==> config.mk <==
export PLATFORM = sky130hd
export DESIGN_NAME = kwsr_top
export DESIGN_NICKNAME = d
export VERILOG_FILES = /design/src/hdl/kwsr_pkg.sv /design/src/hdl/kwsr_top.sv
export SDC_FILE = /design/constraint.sdc
export NUM_CORES = 1
export LEC_CHECK = 0
export ABC_CLOCK_PERIOD_IN_PS = 6270
export BUFFER_PORTS_ARGS = -buffer_cell sky130_fd_sc_hd__buf_2
export CORE_ASPECT_RATIO = 0.6
export CORE_MARGIN = 10
export CORE_UTILIZATION = 40
export CTS_CLUSTER_DIAMETER = 200
export DETAILED_ROUTE_END_ITERATION = 7
export MAX_ROUTING_LAYER = met4
export PLACE_DENSITY_LB_ADDON = 0.05
export SYNTH_ARGS = -nofsm -noshare
export SYNTH_HDL_FRONTEND = slang
export SYNTH_SLANG_ARGS = --single-unit
==> constraint.sdc <==
create_clock -name CLK_SYS -period 6.27 [get_ports CLK_SYS]
set_input_delay 0.9405 -clock CLK_SYS [delete_from_list [all_inputs] [get_ports CLK_SYS]]
set_output_delay 0.9405 -clock CLK_SYS [all_outputs]
set_load 0.01 [all_outputs]
==> src/hdl/kwsr_pkg.sv <==
/*
 * Constants for the key wakeup stop release block: register offsets,
 * field positions, reset values and the warm-up count.
 * Assumes a 25 MHz system clock and a 16-bit register address.
 */
package kwsr_pkg;

  // ****************************************
  // Register map
  // ****************************************
  localparam int ADDR_W = 16;
  localparam int DATA_W = 8;
  localparam logic [15:0] KEY_WAKE_ENABLE_OFS = 16'h0F9A;
  localparam logic [15:0] SYSTEM_CONTROL_1_OFS = 16'h0F38;
  localparam logic [15:0] WAKE_STATUS_OFS = 16'h0F9B;

  // ****************************************
  // Field positions
  // ****************************************
  localparam int KEY_EN_LSB = 4;
  localparam int SYS_STOP_BIT = 7;
  localparam int SYS_RELM_BIT = 6;
  localparam int ST_STOP_BIT = 7;
  localparam int ST_WARM_BIT = 6;
  localparam int ST_RELM_BIT = 5;

  // ****************************************
  // Reset values
  // ****************************************
  localparam logic [3:0] KEY_EN_RST = 4'h0;
  localparam logic RELM_RST = 1'b1;
  localparam logic [4:0] PIN_IDLE = 5'h1E;

  // ****************************************
  // Timing
  // ****************************************
  localparam int CLK_PERIOD_NS = 40;
  localparam int WARMUP_TIME_NS = 2000;
  localparam int WARMUP_CYC = (WARMUP_TIME_NS + CLK_PERIOD_NS - 1)
                              / CLK_PERIOD_NS;
  localparam logic [7:0] WARMUP_LAST = 8'(WARMUP_CYC - 1);

  typedef enum logic [1:0] {
    KWSR_RUN,
    KWSR_STOP,
    KWSR_WARM
  } kwsr_state_t;

endpackage : kwsr_pkg

==> src/hdl/kwsr_top.sv <==
/*
 * Key wakeup stop release: ends stop mode from the stop-release pin or
 * from four individually enabled key wake pins in level mode, then runs warm-up.
 * Assumes pins are asynchronous and a plain one-cycle register port.
 */
// Implementation choice: strobed register access.
`timescale 1ns/1ps
`default_nettype none

// Contract
// - Stop pin plus four key pins release
// - One enable bit per key pin
// - Enables in bits 7..4, write-only
// - Stop entered by write; enabled low releases
// - Wake pending at entry skips to warm-up
// - Level mode levels; edge mode rising stop
module kwsr_top (
  // Clock and reset
  input wire logic CLK_SYS,
  input wire logic RESETN,
  // Register port
  input wire logic [15:0] ADDR,
  input wire logic [7:0] WDATA,
  input wire logic WR,
  input wire logic RD,
  output logic [7:0] RDATA,
  // Wake pins
  input wire logic STOP_PIN,
  input wire logic [3:0] KEY_WAKE_PIN,
  // Power state
  output logic OSC_HALT,
  output logic WARMUP
);

  // ****************************************
  // Pin synchronisers
  // ****************************************
  // Bit 0 is the stop-release pin, bits 4..1 key wake pins 2..5
  logic [4:0] pin_raw;
  logic [4:0] s1_ff;
  logic [4:0] s2_ff;
  logic [4:0] s3_ff;
  logic [4:0] lvl_ff;

  assign pin_raw = {KEY_WAKE_PIN, STOP_PIN};

  genvar gi;
  generate
    for (gi = 0; gi < 5; gi = gi + 1) begin : g_sync
      always_ff @(posedge CLK_SYS) begin
        if (!RESETN) begin
          s1_ff[gi] <= kwsr_pkg::PIN_IDLE[gi];
          s2_ff[gi] <= kwsr_pkg::PIN_IDLE[gi];
          s3_ff[gi] <= kwsr_pkg::PIN_IDLE[gi];
          lvl_ff[gi] <= kwsr_pkg::PIN_IDLE[gi];
        end else begin
          s1_ff[gi] <= pin_raw[gi];
          s2_ff[gi] <= s1_ff[gi];
          s3_ff[gi] <= s2_ff[gi];
          // Glitch shorter than a cycle never reaches the level
          if (s2_ff[gi] == s3_ff[gi]) begin
            lvl_ff[gi] <= s3_ff[gi];
          end
        end
      end
    end
  endgenerate

  // ****************************************
  // Register decode
  // ****************************************
  logic [3:0] key_en_ff;
  logic relm_ff;
  logic stop_prev_ff;
  logic [7:0] cnt_ff;
  kwsr_pkg::kwsr_state_t state_ff;
  kwsr_pkg::kwsr_state_t nxt_state;
  logic [7:0] nxt_cnt;
  logic [7:0] nxt_rdata;

  wire hit_en = (ADDR == kwsr_pkg::KEY_WAKE_ENABLE_OFS);
  wire hit_sys = (ADDR == kwsr_pkg::SYSTEM_CONTROL_1_OFS);
  wire hit_st = (ADDR == kwsr_pkg::WAKE_STATUS_OFS);
  wire wr_en = WR & hit_en;
  wire wr_sys = WR & hit_sys;
  wire stop_req = wr_sys & WDATA[kwsr_pkg::SYS_STOP_BIT];

  always_ff @(posedge CLK_SYS) begin
    if (!RESETN) begin
      key_en_ff <= kwsr_pkg::KEY_EN_RST;
      relm_ff <= kwsr_pkg::RELM_RST;
    end else begin
      if (wr_en) begin
        key_en_ff <= WDATA[7:4];
      end
      if (wr_sys) begin
        relm_ff <= WDATA[kwsr_pkg::SYS_RELM_BIT];
      end
    end
  end

  // ****************************************
  // Wake detection
  // ****************************************
  // Held as pure logic so no extra clock edge is spent deciding
  wire [3:0] key_low = key_en_ff & ~lvl_ff[4:1];
  wire wake_level = lvl_ff[0] | (|key_low);
  wire wake_edge = lvl_ff[0] & ~stop_prev_ff;
  wire wake_now = relm_ff ? wake_level : wake_edge;
  wire in_stop = (state_ff == kwsr_pkg::KWSR_STOP);
  wire release_stop = in_stop & wake_now;
  // Level check at entry applies in both release modes
  wire skip_stop = wake_level;

  always_ff @(posedge CLK_SYS) begin
    if (!RESETN) begin
      stop_prev_ff <= 1'b0;
    end else begin
      stop_prev_ff <= lvl_ff[0];
    end
  end

  // ****************************************
  // Stop and warm-up sequence
  // ****************************************
  always_comb begin
    nxt_state = state_ff;
    nxt_cnt = cnt_ff;
    case (state_ff)
      kwsr_pkg::KWSR_RUN: begin
        if (stop_req) begin
          nxt_cnt = kwsr_pkg::WARMUP_LAST;
          nxt_state = skip_stop ? kwsr_pkg::KWSR_WARM
                                : kwsr_pkg::KWSR_STOP;
        end
      end
      kwsr_pkg::KWSR_STOP: begin
        if (release_stop) begin
          nxt_cnt = kwsr_pkg::WARMUP_LAST;
          nxt_state = kwsr_pkg::KWSR_WARM;
        end
      end
      kwsr_pkg::KWSR_WARM: begin
        if (cnt_ff == 8'h00) begin
          nxt_state = kwsr_pkg::KWSR_RUN;
        end else begin
          nxt_cnt = cnt_ff - 8'h01;
        end
      end
      default: begin
        nxt_state = kwsr_pkg::KWSR_RUN;
      end
    endcase
  end

  always_ff @(posedge CLK_SYS) begin
    if (!RESETN) begin
      state_ff <= kwsr_pkg::KWSR_RUN;
      cnt_ff <= 8'h00;
      OSC_HALT <= 1'b0;
      WARMUP <= 1'b0;
    end else begin
      state_ff <= nxt_state;
      cnt_ff <= nxt_cnt;
      OSC_HALT <= (nxt_state == kwsr_pkg::KWSR_STOP);
      WARMUP <= (nxt_state == kwsr_pkg::KWSR_WARM);
    end
  end

  // ****************************************
  // Read data
  // ****************************************
  // Enable register is write-only, so its address reads zero
  wire [7:0] rd_sys = {1'b0, relm_ff, 6'h00};
  wire [7:0] rd_st = {in_stop, (state_ff == kwsr_pkg::KWSR_WARM),
                      relm_ff, lvl_ff};

  always_comb begin
    nxt_rdata = 8'h00;
    if (RD & hit_sys) begin
      nxt_rdata = rd_sys;
    end else if (RD & hit_st) begin
      nxt_rdata = rd_st;
    end
  end

  always_ff @(posedge CLK_SYS) begin
    if (!RESETN) begin
      RDATA <= 8'h00;
    end else begin
      RDATA <= nxt_rdata;
    end
  end

  // One release check per key wake pin
  genvar gk;
  generate
    for (gk = 0; gk < 4; gk = gk + 1) begin : g_key_chk

    end
  endgenerate

  // Warm-up cycles counted so the full length can be checked
  logic [7:0] warm_seen_ff;
  always_ff @(posedge CLK_SYS) begin
    if (!RESETN) begin
      warm_seen_ff <= 8'h00;
    end else if (WARMUP) begin
      warm_seen_ff <= warm_seen_ff + 8'h01;
    end else begin
      warm_seen_ff <= 8'h00;
    end
  end
endmodule : kwsr_top

`default_nettype wire

==> run summary <==
Top post-synthesis cells by area: dfxtp_1 47%, nand2b_1 4.2%, ha_1 3.2%
Kind of critical path: input port to flip-flop
Clk root buf: clkbuf_8
Total Nets Final: 277
Total CTS buffers: 5
GR Overflow Total: 0
Max-Cap Viols: 0
P_leak: 0.9929 nW
Ys async rst share: 0%
Max stage delay cell, worst path: or4_4
Post-placement cell count: 295
Vias: 1593
Rel. slew slack: 54.64%
Detailed Place HPWL: 3294 µm
Synth area leader: dfxtp_1
Mapped Nets: 238
CTS tree: done
HP Class: flip-flop to flip-flop
Max-slew violations: 0
Die Y: 74.01 µm
Synth cell count leaders: 46 x dfxtp_1, 13 x nand2_1, 13 x nand2b_1
Initial core utilization: 41.94%
Fill cells: 449
Req. time, crit path: 6490 ps
Die W: 110.0 µm
RSZ-0062 raised after global routing: no
CP Capture Type: flip-flop
Post-synth top flop: dfxtp_1
Post-route ant nets: 0
Yosys warns: 0
Crit path from: ADDR[13]
Number of global-route vias before repair: 1493
Initial antenna violation count: 0
DRT Wirelength: 4294 µm
Post-Syn Area: 1944 µm²
GRT Total Usage: 11.55%
Number of synthesized flops with an enable pin: 0
First-pass GRT wire length: 7265 µm
Tcrit/Tclk final: 41.88%
Number of DRC markers in iteration 0: 92
Postcts setup bufs: 0
Synth cell types: 50
# diodes: 0
Largest net degree at the start of global routing: 44
VDD IR max: 0.1417 mV
F_max: 380.9 MHz
Sequential share of the synthesized area: 47.36%
# IOs: 43
Synth-to-Final Area Change: 18.28%
DR vias/cell: 5.257
Setup TNS Final: 0 ps
Share of cells above drive strength 1: 23.75%
DR pass1 iterations: 4
Startpoint type of the worst setup path: input port
Status: finished, final reports clean
Most common cell in the netlist: dfxtp_1
Final GP Congestion: 0.7757
DR WL/cell: 14.17 µm
DRC viols: 0
FF+latch count, synth: 46
Worst skew pair latency: 290 ps
Setup violations, final: 0
Hold Buf Count CTS: 0
Worst-margin pin slew: 680.3 ps
Critical-path maximum fanout: 16
Hold Path Origin: s1_ff[2]$_SDFF_PN1_
Post-CTS Resized: 0
Number of I/O port buffers: 38
Clk sinks: 46
CP Data Arrival Time: 2850 ps
Skew final: 4.279 ps
Longest Clk Path Bufs: 2
Worst-path clk slew: 80 ps
Post-Syn Instances: 200
Worst-path cell chain: buf_2, or4_4, nor4_4, a41o_1, nand2_2, a211o_1, a21boi_1
CP peak stage delay: 570 ps
Cell Pwr Density: 232.1 nW/µm²
Syn Area/Cell: 9.722 µm²
Min Tclk post-route: 2626 ps
Final hold vios: 0
Core box area: 4636 µm²
Layout Cells excl Fill: 303
H-Tree Level Count: 2
Die area: 8141 µm²
Share of Yosys cell area claimed by the top area cell type: 47.36%
Rows: 19
Worst r2r src: state_ff[0]$_SDFF_PN0_
## area by class of cell
| cell class | instances | area (µm²) | area share [%] |
|---|---|---|---|
| timing repair buffer | 38 | 190.2 | 8.270 |
| clock inverter | 2 | 37.54 | 1.632 |
| tap | 63 | 78.83 | 3.428 |
| multi-input combinational | 137 | 958.4 | 41.68 |
| clock buffer | 6 | 72.57 | 3.156 |
| sequential | 46 | 920.9 | 40.04 |
| inverter | 11 | 41.29 | 1.795 |
## registers in the layout (all words and copies together) (netlist names)
signal	count
WARMUP	1
lvl_ff	5
RDATA	8
s1_ff	5
s2_ff	5
cnt_ff	8
key_en_ff	4
s3_ff	5
stop_prev_ff	1
relm_ff	1
state_ff	2
OSC_HALT	1
## cells by family (layout without fill, tap and decap cells)
family,after synthesis,in the layout,share of synthesized area (%)
and+or+nand+nor,85,85,28.83
DFF,46,46,47.36
AOI/OAI and AO/OA,41,41,13.90
buffers and inverters,17,57,3.346
muxes,6,6,3.346
adders and majority gates,5,5,3.218
## worst max-delay path, delay by kind of cell
| family | cells | cell delay (ps) |
|---|---|---|
| AO/OA/AOI/OAI | 3 | 700 |
| buffers and inverters | 1 | 100 |
| AND/OR/NAND/NOR | 3 | 1100 |
## routing by layer
layer	share of wire, %	track usage (%)
met1	50	15.37
met2	39	15.85
met3	9.8	3.883
met4	0.93	4.023
met5	0	-
## through the flow
stage                     total power [mW]  cell area, µm²  utilization [%]  hold WS (ps)  worst slack [ps]
after floorplan                     0.3146            1944                -         386.3              3661
after global placement              0.3262            2190            47.23         390.1              3373
after detailed placement            0.3270            2190            47.23         399.3              3347
after CTS                           0.5417            2300            49.61         418.4              3651
after global routing                0.5567            2300            49.61         431.3              3423
final                               0.5337            2300            49.61         409.0              3644
## report_power, final
group | switching, mW | internal, mW | total [mW]
logic | 0.0111 | 0.0115 | 0.0226
clock network | 0.0950 | 0.119 | 0.214
registers | 0.00140 | 0.296 | 0.297
total | 0.107 | 0.426 | 0.534
## final timing paths
| check | to | slack (ps) | depth (start not counted) |
|---|---|---|---|
| setup / recovery | cnt_ff[0]$_SDFFE_PN0P_ | 3640 | 7 |
| hold / removal | s2_ff[2]$_SDFF_PN1_ | 410 | 1 |
| setup reg to reg | OSC_HALT$_SDFF_PN0_ | 4010 | 7 |
| hold reg to reg | s2_ff[2]$_SDFF_PN1_ | 410 | 1 |
## layout by cell type (no fill, tap or decap), types with 5 or more instances in the layout
cell	count
nor3_1	6
mux2i_1	5
nor2_1	8
nand2_1	13
ha_1	5
a21oi_1	11
nor2b_1	6
dfxtp_1	46
clkbuf_8	5
and2_1	8
buf_2	38
o21ai_0	7
nand3_1	6
inv_1	11
nand2b_1	13
o22ai_1	5
Note: power is estimated with default switching activity, not from simulation.
